### src/shared/gtu_cfg.svh
// Register offsets, reset values and timing counts of the general timer unit.
`ifndef GTU_CFG_SVH
`define GTU_CFG_SVH

// ------------------------------------------------------------
// Register map (byte addresses, one 32-bit word per register)
// ------------------------------------------------------------
`define GTU_CNT_OFS 8'h00
`define GTU_CTL_OFS 8'h14
`define GTU_CAP_OFS 8'h28
`define GTU_FLG_OFS 8'h2C
`define GTU_REG_STEP 8'h04

// ------------------------------------------------------------
// Field positions and reset values
// ------------------------------------------------------------
`define GTU_FLG_CAP_BIT 5
`define GTU_FLG_W 6
`define GTU_CNT_RST 16'h0000
`define GTU_CTL_RST 16'h0000
`define GTU_CAP_RST 16'h0000

// ------------------------------------------------------------
// Timing counts in system clock cycles
// ------------------------------------------------------------
`define GTU_M1_MIN_CYC 4
`define GTU_M1_BASE 4
`define GTU_M2_BASE 2

`endif

### src/shared/gtu_pkg.sv
// Types shared by the general timer unit and its bench.
package gtu_pkg;

  typedef enum logic [2:0] {
    mode_timer,
    mode_counter,
    mode_gate_lo,
    mode_gate_hi,
    mode_reload,
    mode_capture,
    mode_incr
  } gtu_mode_e;

  typedef struct packed {
    logic clr_cap;
    logic lat_oe;
    logic [1:0] sel;
    logic lat_clk;
    logic [1:0] edge_sel;
    logic ext_dir;
    logic down;
    logic run;
    logic [2:0] pre;
    gtu_mode_e mode;
  } gtu_ctrl_s;

  typedef struct packed {
    logic capture_trigger_pin;
    logic [4:0] timer_direction_pin;
    logic [4:0] timer_count_gate_pin;
  } gtu_pins_s;

endpackage
### src/design/gtu_timer_unit.sv
// General timer unit: five 16-bit timers in two modules behind an APB slave.
//
// Our own choices: the APB interface to the registers and the register offsets.
`timescale 1ns/1ps
`default_nettype none
`include "gtu_cfg.svh"


module gtu_timer_unit #(
  parameter int AW = 8 // APB address width.
) (
  input wire logic pclk, // System clock, 250 MHz.
  input wire logic presetn, // Asynchronous reset, active low.
  input wire logic psel, // APB select.
  input wire logic penable, // APB access phase.
  input wire logic pwrite, // APB direction, high for write.
  input wire logic [AW-1:0] paddr, // APB byte address.
  input wire logic [31:0] pwdata, // APB write data.
  input wire logic [3:0] pstrb, // APB byte strobes.
  output logic [31:0] prdata, // APB read data.
  output logic pready, // APB ready, always high.
  output logic pslverr, // APB error on unmapped address.
  input wire gtu_pkg::gtu_pins_s pins, // External count, gate, direction and capture pins.
  output logic first_core_latch_pin, // First core toggle latch output.
  output logic second_core_latch_pin, // Second core toggle latch output.
  output logic ccu_clock_en // Second core wrap pulse for the compare unit timers.
);

  // ------------------------------------------------------------
  // Parameter check
  // ------------------------------------------------------------
  if (AW < 6 || AW > 16) begin : g_bad_aw
    $error("gtu_timer_unit: AW must lie between 6 and 16.");
  end

  localparam int NT = 5;
  localparam int M1 = 3;
  localparam int NP = 2 * NT + 1;
  localparam logic [15:0] TOP = 16'hFFFF;
  localparam logic [11:0] MINM = 12'(`GTU_M1_MIN_CYC - 1);

  // ------------------------------------------------------------
  // State
  // ------------------------------------------------------------
  // Timer order: 0 first aux a, 1 first core, 2 first aux b,
  // 3 second aux, 4 second core.
  gtu_pkg::gtu_ctrl_s ctrl_r [NT];
  logic [15:0] cnt_r [NT];
  logic [15:0] capture_reload_register_r;
  logic [`GTU_FLG_W-1:0] flag_r;
  logic [1:0] lat_r;
  logic [11:0] pre_r;
  logic [NP-1:0] s1_r;
  logic [NP-1:0] s2_r;
  logic [NP-1:0] s3_r;
  logic [31:0] prdata_r;

  logic [NP-1:0] pin_v;
  logic [NP-1:0] rise;
  logic [NP-1:0] fall;
  logic [NT-1:0] step;
  logic [NT-1:0] dn;
  logic [NT-1:0] ovf;
  logic [NT-1:0] rl_trig;
  logic [NT-1:0] cp_trig;
  logic [1:0] lrise;
  logic [1:0] lfall;
  logic cap_trig;

  // ------------------------------------------------------------
  // Pin synchronisers and edge detection
  // ------------------------------------------------------------
  assign pin_v = {pins.capture_trigger_pin, pins.timer_direction_pin,
                  pins.timer_count_gate_pin};

  always_ff @(posedge pclk or negedge presetn) begin
    if (!presetn) begin
      s1_r <= '0;
      s2_r <= '0;
      s3_r <= '0;
    end else begin
      s1_r <= pin_v;
      s2_r <= s1_r;
      s3_r <= s2_r;
    end
  end

  // Edges are taken between the second and third stage only.
  assign rise = s2_r & ~s3_r;
  assign fall = ~s2_r & s3_r;

  // ------------------------------------------------------------
  // Prescaler
  // ------------------------------------------------------------
  always_ff @(posedge pclk or negedge presetn) begin
    if (!presetn) begin
      pre_r <= 12'h000;
    end else begin
      pre_r <= pre_r + 12'h001;
    end
  end

  // ------------------------------------------------------------
  // APB decode
  // ------------------------------------------------------------
  logic acc;
  logic wr;
  logic hit;
  logic cap_sel;
  logic flg_sel;
  logic [NT-1:0] cnt_sel;
  logic [NT-1:0] ctl_sel;
  logic [31:0] rdata;

  for (genvar i = 0; i < NT; i++) begin : g_dec
    assign cnt_sel[i] = paddr == AW'(`GTU_CNT_OFS + `GTU_REG_STEP * i);
    assign ctl_sel[i] = paddr == AW'(`GTU_CTL_OFS + `GTU_REG_STEP * i);
  end

  assign cap_sel = paddr == AW'(`GTU_CAP_OFS);
  assign flg_sel = paddr == AW'(`GTU_FLG_OFS);
  assign hit = (|cnt_sel) | (|ctl_sel) | cap_sel | flg_sel;
  assign acc = psel & penable;
  assign wr = acc & pwrite & hit;
  assign pready = 1'b1;
  assign pslverr = acc & ~hit;
  assign prdata = prdata_r;

  function automatic logic [15:0] merge(input logic [15:0] old,
                                        input logic [15:0] wd,
                                        input logic [1:0] strb);
    merge = {strb[1] ? wd[15:8] : old[15:8], strb[0] ? wd[7:0] : old[7:0]};
  endfunction

  always_comb begin
    rdata = 32'h0000_0000;
    for (int k = 0; k < NT; k++) begin
      if (cnt_sel[k]) begin
        rdata = {16'h0000, cnt_r[k]};
      end
      if (ctl_sel[k]) begin
        rdata = {16'h0000, ctrl_r[k]};
      end
    end
    if (cap_sel) begin
      rdata = {16'h0000, capture_reload_register_r};
    end
    if (flg_sel) begin
      rdata = {26'h0000000, flag_r};
    end
  end

  // Read data is caught in the setup phase so the access phase can finish
  // at once; a count that moves meanwhile reads as its setup-cycle value.
  always_ff @(posedge pclk or negedge presetn) begin
    if (!presetn) begin
      prdata_r <= 32'h0000_0000;
    end else if (psel && !penable && !pwrite) begin
      prdata_r <= rdata;
    end
  end

  // ------------------------------------------------------------
  // Control registers
  // ------------------------------------------------------------
  always_ff @(posedge pclk or negedge presetn) begin
    if (!presetn) begin
      for (int k = 0; k < NT; k++) begin
        ctrl_r[k] <= gtu_pkg::gtu_ctrl_s'(`GTU_CTL_RST);
      end
    end else begin
      for (int k = 0; k < NT; k++) begin
        if (wr && ctl_sel[k]) begin
          ctrl_r[k] <= gtu_pkg::gtu_ctrl_s'(merge(ctrl_r[k], pwdata[15:0], pstrb[1:0]));
        end
      end
    end
  end

  // ------------------------------------------------------------
  // Toggle latch transitions
  // ------------------------------------------------------------
  assign lrise[0] = ovf[1] & ~lat_r[0];
  assign lfall[0] = ovf[1] & lat_r[0];
  assign lrise[1] = ovf[4] & ~lat_r[1];
  assign lfall[1] = ovf[4] & lat_r[1];

  // ------------------------------------------------------------
  // Per-timer count event logic
  // ------------------------------------------------------------
  for (genvar i = 0; i < NT; i++) begin : g_tmr
    localparam int CORE = (i < M1) ? 1 : 4;
    localparam int LI = (i < M1) ? 0 : 1;
    gtu_pkg::gtu_ctrl_s c;
    logic [11:0] mask;
    logic tick;
    logic slot;
    logic pe;
    logic le;
    logic a_e;
    logic b_e;
    logic a_l;
    logic b_l;
    logic dv;
    logic ev;
    logic evdn;
    logic go;
    logic pend_r;
    logic pdn_r;

    assign c = ctrl_r[i];
    assign mask = (12'((i < M1) ? `GTU_M1_BASE : `GTU_M2_BASE) << c.pre) - 12'h001;
    assign tick = (pre_r & mask) == 12'h000;
    // The first module is only served in every fourth cycle.
    assign slot = (i >= M1) || ((pre_r & MINM) == 12'h000);
    assign a_l = s2_r[i];
    assign b_l = s2_r[NT+i];
    assign a_e = rise[i] | fall[i];
    assign b_e = rise[NT+i] | fall[NT+i];
    assign pe = (c.edge_sel[0] & rise[i]) | (c.edge_sel[1] & fall[i]);
    assign dv = c.down ^ (c.ext_dir & b_l);

    // A core never counts on its own latch, which would close a loop.
    if (i == CORE) begin : g_core
      assign le = 1'b0;
    end else begin : g_aux
      assign le = (c.edge_sel[0] & lrise[LI]) | (c.edge_sel[1] & lfall[LI]);
    end

    always_comb begin
      ev = 1'b0;
      evdn = dv;
      unique case (c.mode)
        gtu_pkg::mode_timer: ev = tick;
        gtu_pkg::mode_counter: ev = c.lat_clk ? le : pe;
        gtu_pkg::mode_gate_lo: ev = tick & ~a_l;
        gtu_pkg::mode_gate_hi: ev = tick & a_l;
        gtu_pkg::mode_incr: begin
          ev = (i < M1) & (a_e | b_e);
          evdn = c.down ^ (a_e ? (a_l == b_l) : (a_l != b_l));
        end
        default: ev = 1'b0;
      endcase
    end

    assign go = ev & c.run;

    // An event between slots is held for the next slot; two events
    // inside one slot merge, which is the documented resolution limit.
    always_ff @(posedge pclk or negedge presetn) begin
      if (!presetn) begin
        pend_r <= 1'b0;
        pdn_r <= 1'b0;
      end else if (go && !slot) begin
        pend_r <= 1'b1;
        pdn_r <= evdn;
      end else if (slot) begin
        pend_r <= 1'b0;
      end
    end

    assign step[i] = slot & (go | pend_r);
    assign dn[i] = go ? evdn : pdn_r;
    assign ovf[i] = step[i] & (dn[i] ? (cnt_r[i] == 16'h0000) : (cnt_r[i] == TOP));

    if (i == 0 || i == 2) begin : g_role
      assign rl_trig[i] = (c.mode == gtu_pkg::mode_reload) &
                          (pe | (c.sel[0] & lrise[0]) | (c.sel[1] & lfall[0]));
      assign cp_trig[i] = (c.mode == gtu_pkg::mode_capture) & pe;
    end else begin : g_norole
      assign rl_trig[i] = 1'b0;
      assign cp_trig[i] = 1'b0;
    end
  end

  // ------------------------------------------------------------
  // Capture register trigger
  // ------------------------------------------------------------
  logic cr_rise;
  logic cr_fall;
  gtu_pkg::gtu_ctrl_s c5;

  assign c5 = ctrl_r[3];
  // Source zero is the capture pin; otherwise the first core's pins.
  assign cr_rise = (c5.sel == 2'h0) ? rise[2*NT] :
                   ((c5.sel[0] & rise[1]) | (c5.sel[1] & rise[NT+1]));
  assign cr_fall = (c5.sel == 2'h0) ? fall[2*NT] :
                   ((c5.sel[0] & fall[1]) | (c5.sel[1] & fall[NT+1]));
  assign cap_trig = (c5.edge_sel[0] & cr_rise) | (c5.edge_sel[1] & cr_fall);

  // ------------------------------------------------------------
  // Counters
  // ------------------------------------------------------------
  // Software writes win over hardware; a reload replaces the wrap value.
  always_ff @(posedge pclk or negedge presetn) begin
    if (!presetn) begin
      for (int k = 0; k < NT; k++) begin
        cnt_r[k] <= `GTU_CNT_RST;
      end
    end else begin
      for (int k = 0; k < NT; k++) begin
        if (wr && cnt_sel[k]) begin
          cnt_r[k] <= merge(cnt_r[k], pwdata[15:0], pstrb[1:0]);
        end else if (k == 1 && (rl_trig[0] || rl_trig[2])) begin
          cnt_r[k] <= rl_trig[0] ? cnt_r[0] : cnt_r[2];
        end else if (k == 4 && ovf[4] && ctrl_r[4].lat_clk) begin
          cnt_r[k] <= capture_reload_register_r;
        end else if (cp_trig[k]) begin
          cnt_r[k] <= cnt_r[1];
        end else if (k == 3 && cap_trig && ctrl_r[3].clr_cap) begin
          cnt_r[k] <= 16'h0000;
        end else if (step[k]) begin
          cnt_r[k] <= dn[k] ? cnt_r[k] - 16'h0001 : cnt_r[k] + 16'h0001;
        end
      end
    end
  end

  // ------------------------------------------------------------
  // Capture register
  // ------------------------------------------------------------
  always_ff @(posedge pclk or negedge presetn) begin
    if (!presetn) begin
      capture_reload_register_r <= `GTU_CAP_RST;
    end else if (cap_trig) begin
      capture_reload_register_r <= cnt_r[3];
    end else if (wr && cap_sel) begin
      capture_reload_register_r <= merge(capture_reload_register_r, pwdata[15:0], pstrb[1:0]);
    end
  end

  // ------------------------------------------------------------
  // Request flags
  // ------------------------------------------------------------
  logic [`GTU_FLG_W-1:0] fset;
  logic [`GTU_FLG_W-1:0] fclr;

  assign fset = {cap_trig, ovf};
  assign fclr = (wr && flg_sel && pstrb[0]) ? pwdata[`GTU_FLG_W-1:0] : '0;

  // A new event in the clearing cycle survives.
  always_ff @(posedge pclk or negedge presetn) begin
    if (!presetn) begin
      flag_r <= '0;
    end else begin
      flag_r <= (flag_r & ~fclr) | fset;
    end
  end

  // ------------------------------------------------------------
  // Toggle latches and outputs
  // ------------------------------------------------------------
  always_ff @(posedge pclk or negedge presetn) begin
    if (!presetn) begin
      lat_r <= 2'h0;
    end else begin
      lat_r <= lat_r ^ {ovf[4], ovf[1]};
    end
  end

  always_ff @(posedge pclk or negedge presetn) begin
    if (!presetn) begin
      first_core_latch_pin <= 1'b0;
      second_core_latch_pin <= 1'b0;
      ccu_clock_en <= 1'b0;
    end else begin
      first_core_latch_pin <= lat_r[0] & ctrl_r[1].lat_oe;
      second_core_latch_pin <= lat_r[1] & ctrl_r[4].lat_oe;
      ccu_clock_en <= ovf[4];
    end
  end

endmodule
`default_nettype wire

### config.mk
export PLATFORM = sky130hd
export DESIGN_NAME = gtu_timer_unit
export DESIGN_NICKNAME = d
export VERILOG_FILES = /design/src/shared/gtu_pkg.sv /design/src/design/gtu_timer_unit.sv
export VERILOG_INCLUDE_DIRS = /design/src /design/src/shared
export SDC_FILE = /design/constraint.sdc
export NUM_CORES = 1
export LEC_CHECK = 0
export BUFFER_PORTS_ARGS = -buffer_cell sky130_fd_sc_hd__buf_2
export CAP_MARGIN = 20
export CORE_UTILIZATION = 52
export CTS_CLUSTER_SIZE = 10
export DETAILED_ROUTE_END_ITERATION = 12
export GPL_TIMING_DRIVEN = 0
export PLACE_DENSITY = 0.75
export SYNTH_ARGS = -nofsm -noshare
export SYNTH_HDL_FRONTEND = slang
export SYNTH_SLANG_ARGS = --single-unit
### constraint.sdc
create_clock -name pclk -period 5.3 [get_ports pclk]
set_input_delay 1.06 -clock pclk [delete_from_list [all_inputs] [get_ports pclk]]
set_output_delay 1.06 -clock pclk [all_outputs]
set_load 0.02 [all_outputs]
==> results of run 1 <==
timing repair:
item | CTS | global route
endpoints found under the setup margin | 52 | 31
endpoints found under the hold margin | 0 | 0
buffers inserted | 39 | 21
resized for setup | 100 | 62
pin swaps | 43 | 58
layout make-up:
class	count	area, um2
buffer	110	543.0
clock buffer	39	814.5
clock inverter	4	45.04
fill	2793	12360
inverter	60	231.5
multi-input combinational	1493	10900
sequential	249	6233
tap	442	553.0
timing repair buffer	123	864.6
power groups by stage:
stage | combinational (W) | sequential [W] | clock (W)
2_1_floorplan | 0.000413 | 0.00211 | 0
3_5_place_dp | 0.000653 | 0.00216 | 0
3_3_place_gp | 0.000622 | 0.00216 | 0
6_report | 0.000676 | 0.00214 | 0.00186
4_1_cts | 0.000661 | 0.00213 | 0.00188
5_1_grt | 0.000739 | 0.00214 | 0.00195
registers in the layout, summed over array words and instances, names as in the netlist, 2 cells and up:
| signal | cells |
|---|---|
| lat_r | 2 |
| cnt_r | 80 |
| capture_reload_register_r | 16 |
| flag_r | 6 |
| s1_r | 11 |
| ctrl_r | 64 |
| s2_r | 11 |
| g_tmr.pdn_r | 3 |
| prdata | 16 |
| c5 | 16 |
| s3_r | 9 |
| pre_r | 9 |
| g_tmr.pend_r | 3 |
worst reg2reg max path: cells and delay by family (launching register included):
family,cells,cell delay [ns]
AO/OA/AOI/OAI,9,1.43
XOR/XNOR,3,0.78
adder cells (fa/ha/maj),2,0.50
buffers and inverters,5,0.75
flip-flops,1,0.42
multiplexers,3,0.82
AND/OR/NAND/NOR,4,0.81
cell families (layout without fill, tap and decap cells):
kind of cell / after synthesis / after routing / share of synthesized area
XOR/XNOR: 83 / 83 / 0.04323
other: 2 / 17 / 0.0004376
adder cells (fa/ha/maj): 95 / 95 / 0.07145
multiplexers: 125 / 125 / 0.07910
flip-flops: 249 / 249 / 0.3631
AO/OA/AOI/OAI: 599 / 599 / 0.2360
buffers and inverters: 170 / 336 / 0.04418
AND/OR/NAND/NOR: 574 / 574 / 0.1625
layout by cell type, fill, tap and decap left out, types with 50 or more instances in the layout:
master,netlist,final
a21oi_1,111,102
a22oi_1,54,51
buf_2,22,81
buf_4,18,68
clkbuf_1,64,69
dfrtp_1,249,247
ha_1,90,69
inv_1,60,57
mux2_2,84,84
nand2_1,191,189
nor2_1,142,137
o211ai_1,50,50
o21ai_0,129,98
worst paths after layout:
path                            depth (start not counted)                     to  slack, ns              start
max in group asynchronous                               2      s2_r[1]$_DFF_PN0_       3.96            presetn
worst max-delay path                                   26  cnt_r[76]$_DFFE_PN0P_      -0.30  s2_r[1]$_DFF_PN0_
worst max register to register                         26  cnt_r[76]$_DFFE_PN0P_      -0.30  s2_r[1]$_DFF_PN0_
worst min register to register                          0      s2_r[2]$_DFF_PN0_       0.34  s1_r[2]$_DFF_PN0_
min in group asynchronous                               1     lat_r[1]$_DFF_PN0_       0.38            presetn
worst min-delay path                                    0      s2_r[2]$_DFF_PN0_       0.34  s1_r[2]$_DFF_PN0_
metrics by stage:
| stage | TNS (ns) | power, W | utilization |
|---|---|---|---|
| 6_report | -3.207 | 0.004675 | 0.6203 |
| 5_1_grt | -7.367 | 0.004835 | 0.6203 |
| 4_1_cts | -2.256 | 0.004665 | 0.6076 |
| 3_5_place_dp | -33.14 | 0.002811 | 0.5583 |
| 3_3_place_gp | -360.26 | 0.002779 | 0.5560 |
| 2_1_floorplan | -0.06161 | 0.002526 | - |
per-layer routing:
metal | vias to the layer above | part of all wire
met4 | 6 | 0.067
met3 | 273 | 0.11
met2 | 1070 | 0.43
met1 | 8272 | 0.39
li1 | 7427 | -
met5 | - | 0.00062
==> metrics, run 1 <==
I/O pin cnt 97; failing checks negative setup slack; Final period util 1.057; drc violations 0; Max Slew Vio Count 0; die height 183.7 um; Yosys top cell area share 0.3631; Sw Ratio 0.2917; clock sinks 249; number of global-route vias before repair 16,172; Clock Power Share 0.398; maximum number of pins on one net before global-route repair 122; global route total overflow 0; Max Cap Viol 0; Area growth, synth to finish 17.59%; most common cell in the netlist dfrtp_1; syn_area_per_cell 9.047 um2; Reg clk slew, reported paths 0.06 ns; Vias 17,048; cell count after placement 2,417; Reg power frac 0.458; ys async rst share 1.000; grt met2 use 0.5785; IO Port Bufs 60; initial core utilization 0.5275; pre-CTS setup slack -1.545 ns; nets 2,222; Combinational Power Share 0.145; # rows 66; GR Util met3 0.07865; critical path class reg -> reg; P_leak 8.850 nW; CTS tree built; CP Max Fanout 7; status finished with violations; Die Span X 183.7 um; CTS max path bufs 3; Power Density 231.7 nW/um2; RSZ-0062 raised after global routing yes; Inserted Diodes 0; top cells by instance count after synthesis dfrtp_1, nand2_1, nor2_1; PnR worst setup slack -0.2996 ns; Crit path buffers/inverters 5; Largest stage delay, worst path 0.42 ns; Cell variety after synth 95; layout cells sized above 1 0.2002; GR peak layer met2; CP Data Required Time 5.79 ns; global placement routability congestion 1.034; slowest stage cell on the critical path dfrtp_2; CP top delay family compound AO/OA/AOI/OAI gates; Syn Std Cell Area 17,160 um2; Worst setup SP type flip-flop; die area 33,730 um2; endpoint type of the worst setup path flip-flop; Cells after Synth 1,897; # hold bufs at CTS 0; Post-synth EDFFs 0; CTS buffer count 30; worst-skew pair later-pin latency 0.59 ns; Vias per Instance 6.765; DR WL/cell 26.16 um; Setup Viol. Count Final 18; Layout Cells excl Fill 2,520; Final Cell Area 20,180 um2; sequential element share of the synthesized area 0.3631; Slew @ Worst Pin 1.305 ns; top_reg_cell synth dfrtp_1; initial drt markers 2,219; Placement Cell Area 18,170 um2; post-synth top area cell dfrtp_1; first-pass GRT wire length 97.99 mm; VDD IR max 0.0002648 V; antenna violations before repair 4; post-DP HPWL 46.89 mm; critical path arrival 6.09 ns; Hold WC Path Type reg -> reg; H-tree levels 1; Final Hold Fails 0; minimum clock period 5.600 ns; Slew headroom 0.1301; post-detailed-route count of antenna-violating nets 0; net switching power 0.001364 W; Max Clk Rate 178.6 MHz; post-synthesis register bit count 249; 1st-pass router iterations 6; Clock Root Buffer clkbuf_16; Syn. warnings 0; Total GRT Usage 0.3885; Hold Slack 0.3388 ns; core region area 32,540 um2; routed wire length 65.93 mm; clk_skew 0.04054 ns; P_int 0.003312 W; top post-synthesis cells by area dfrtp_1, ha_1, mux2_2; GRT met1 Usage 0.5263
No activity file was read; power rests on OpenSTA's default activity.
==> run 2: changes to the inputs <==
--- a/config.mk
+++ b/config.mk
@@ -9,10 +9,12 @@
 export BUFFER_PORTS_ARGS = -buffer_cell sky130_fd_sc_hd__buf_2
 export CAP_MARGIN = 20
 export CORE_UTILIZATION = 52
+export CTS_CLUSTER_DIAMETER = 200
 export CTS_CLUSTER_SIZE = 10
 export DETAILED_ROUTE_END_ITERATION = 12
 export GPL_TIMING_DRIVEN = 0
 export PLACE_DENSITY = 0.75
+export SETUP_SLACK_MARGIN = 0.02
 export SYNTH_ARGS = -nofsm -noshare
 export SYNTH_HDL_FRONTEND = slang
 export SYNTH_SLANG_ARGS = --single-unit
==> run 2 against run 1 <==
  * The run still ends with negative setup slack left
  * Flip-flop and latch count did not move
  * Largest cell class unchanged
  * Core utilization fell by 0.79 points
  * Worst hold slack improved by 0.0066 ns
  * Largest power group unchanged
  * Sequential share of layout area rose by 0.39 points
==> metrics, run 2 (synthesis results as in run 1) <==
Vias per Instance 6.734; P_leak 8.691 nW; 1st-pass router iterations 9; slowest stage cell on the critical path dfrtp_1; die area 33,730 um2; clk_skew 0.03402 ns; initial drt markers 2,215; most flop-heavy register cnt_r; CTS tree built; number of global-route vias before repair 15,968; Setup Viol. Count Final 16; H-tree levels 1; nets 2,204; RSZ-0062 raised after global routing yes; DR WL/cell 26.28 um; # rows 66; endpoint type of the worst setup path flip-flop; initial core utilization 0.5275; global placement routability congestion 1.012; Power Density 228.0 nW/um2; max reg flops 80; drc violations 0; Final Hold Fails 0; I/O pin cnt 97; minimum clock period 5.613 ns; routed wire length 65.50 mm; Reg clk slew, reported paths 0.06 ns; failing checks negative setup slack; status finished with violations; PnR worst setup slack -0.3130 ns; filler cell count in the final layout 2,787; cell count after placement 2,417; Slew @ Worst Pin 1.296 ns; Vias 16,781; top flop regs cnt_r: 80 flops, ctrl_r: 64 flops; critical path class reg -> reg; CP Max Fanout 7; antenna violations before repair 2; post-detailed-route count of antenna-violating nets 0; Worst setup SP type flip-flop; core region area 32,540 um2; die height 183.7 um; Max Slew Vio Count 0; Slew headroom 0.1363; maximum number of pins on one net before global-route repair 127; Total GRT Usage 0.3847; Hold WC Path Type reg -> reg; Layout Cells excl Fill 2,492; post-layout total power 0.004542 W; global route total overflow 0; Area growth, synth to finish 16.09%; Clock Root Buffer clkbuf_16; Final period util 1.059; CP Data Required Time 5.79 ns; VDD IR max 0.0002497 V; # hold bufs at CTS 0; Die Span X 183.7 um; most common cell after layout, fill and taps aside dfrtp_1; Max Cap Viol 0; first-pass GRT wire length 97.21 mm; post-DP HPWL 46.62 mm; layout cells sized above 1 0.1879; sum of negative setup slack -2.264 ns; worst-skew pair later-pin latency 0.57 ns; CTS buffer count 28; critical path arrival 6.10 ns; Largest stage delay, worst path 0.39 ns; IO Port Bufs 60; commonest non-fill, non-tap cells in the layout dfrtp_1, nand2_1, nor2_1; CTS max path bufs 3; Hold Slack 0.3454 ns; Crit path buffers/inverters 4; clock sinks 249; CP top delay family compound AO/OA/AOI/OAI gates; Max Clk Rate 178.2 MHz
run 2: repair_timing:
item | 4_1_cts | 5_1_grt
pin swaps | 28 | 52
endpoints found under the setup margin | 55 | 29
resized for setup | 83 | 65
setup buffers | 30 | 14
run 2: cell type report:
cell class	count	area, um2	share of cell area
multi-input combinational	1493	10890	0.5468
sequential	249	6232	0.3128
timing repair buffer	107	737.0	0.03699
clock buffer	30	729.5	0.03661
tap	442	553.0	0.02776
buffer	110	543.0	0.02726
inverter	60	232.7	0.01168
antenna	1	2.502	0.0001256
run 2: where the power goes:
part | total (W) | switching (W) | internal [W] | leakage [nW]
clock | 0.00173 | 0.000775 | 0.000952 | 0.359
combinational | 0.000672 | 0.000408 | 0.000264 | 5.18
sequential | 0.00214 | 0.000158 | 0.00199 | 3.15
total | 0.00454 | 0.00134 | 0.00320 | 8.69
run 2: metal layers:
| metal | part of all wire | routed length [um] | global-route usage |
|---|---|---|---|
| met1 | 0.39 | 25620 | 0.5163 |
| met2 | 0.43 | 28460 | 0.5833 |
| met3 | 0.12 | 7621 | 0.08756 |
| met4 | 0.058 | 3786 | 0.1910 |
| met5 | 0.00023 | 15 | 0 |
run 2: path summary, 6_finish.rpt:
kind / slack (ns) / depth (start not counted) / startpoint / endpoint
setup reg to reg: -0.31 / 26 / s2_r[1]$_DFF_PN0_ / cnt_r[75]$_DFFE_PN0P_
min in group asynchronous: 0.45 / 1 / presetn / cnt_r[14]$_DFFE_PN0P_
hold / removal: 0.35 / 0 / s1_r[0]$_DFF_PN0_ / s2_r[0]$_DFF_PN0_
setup / recovery: -0.31 / 26 / s2_r[1]$_DFF_PN0_ / cnt_r[75]$_DFFE_PN0P_
max in group asynchronous: 3.85 / 2 / presetn / ctrl_r[73]$_DFFE_PN0P_
hold reg to reg: 0.35 / 0 / s1_r[0]$_DFF_PN0_ / s2_r[0]$_DFF_PN0_
run 2: per-stage QoR:
stage | setup slack [ns] | cell area (um2) | util
after floorplan | 0.002129 | 17240 | -
after global placement | -1.385 | 18090 | 0.5560
after detailed placement | -1.462 | 18170 | 0.5583
after CTS | -0.1191 | 19510 | 0.5995
after global routing | -0.4475 | 19920 | 0.6123
final | -0.3130 | 19920 | 0.6123
run 2: worst register-to-register path, stage by stage, from the launching register on:
cell	delay (ns)
dfrtp_1	0.39
inv_1	0.06
ha_1	0.30
xor3_1	0.23
mux2i_2	0.26
xor2_2	0.23
o21ai_2	0.12
nand2_4	0.13
mux2i_4	0.26
nor2_4	0.09
ha_4	0.21
buf_4	0.16
a22oi_2	0.19
a211oi_2	0.10
a311oi_2	0.20
buf_4	0.17
mux2i_4	0.35
clkinv_4	0.22
ha_4	0.25
nor4_2	0.36
o21ai_2	0.12
a41o_1	0.27
a31oi_1	0.26
xor2_1	0.11
o21ai_0	0.19
o21ai_1	0.13
o21ai_1	0.19
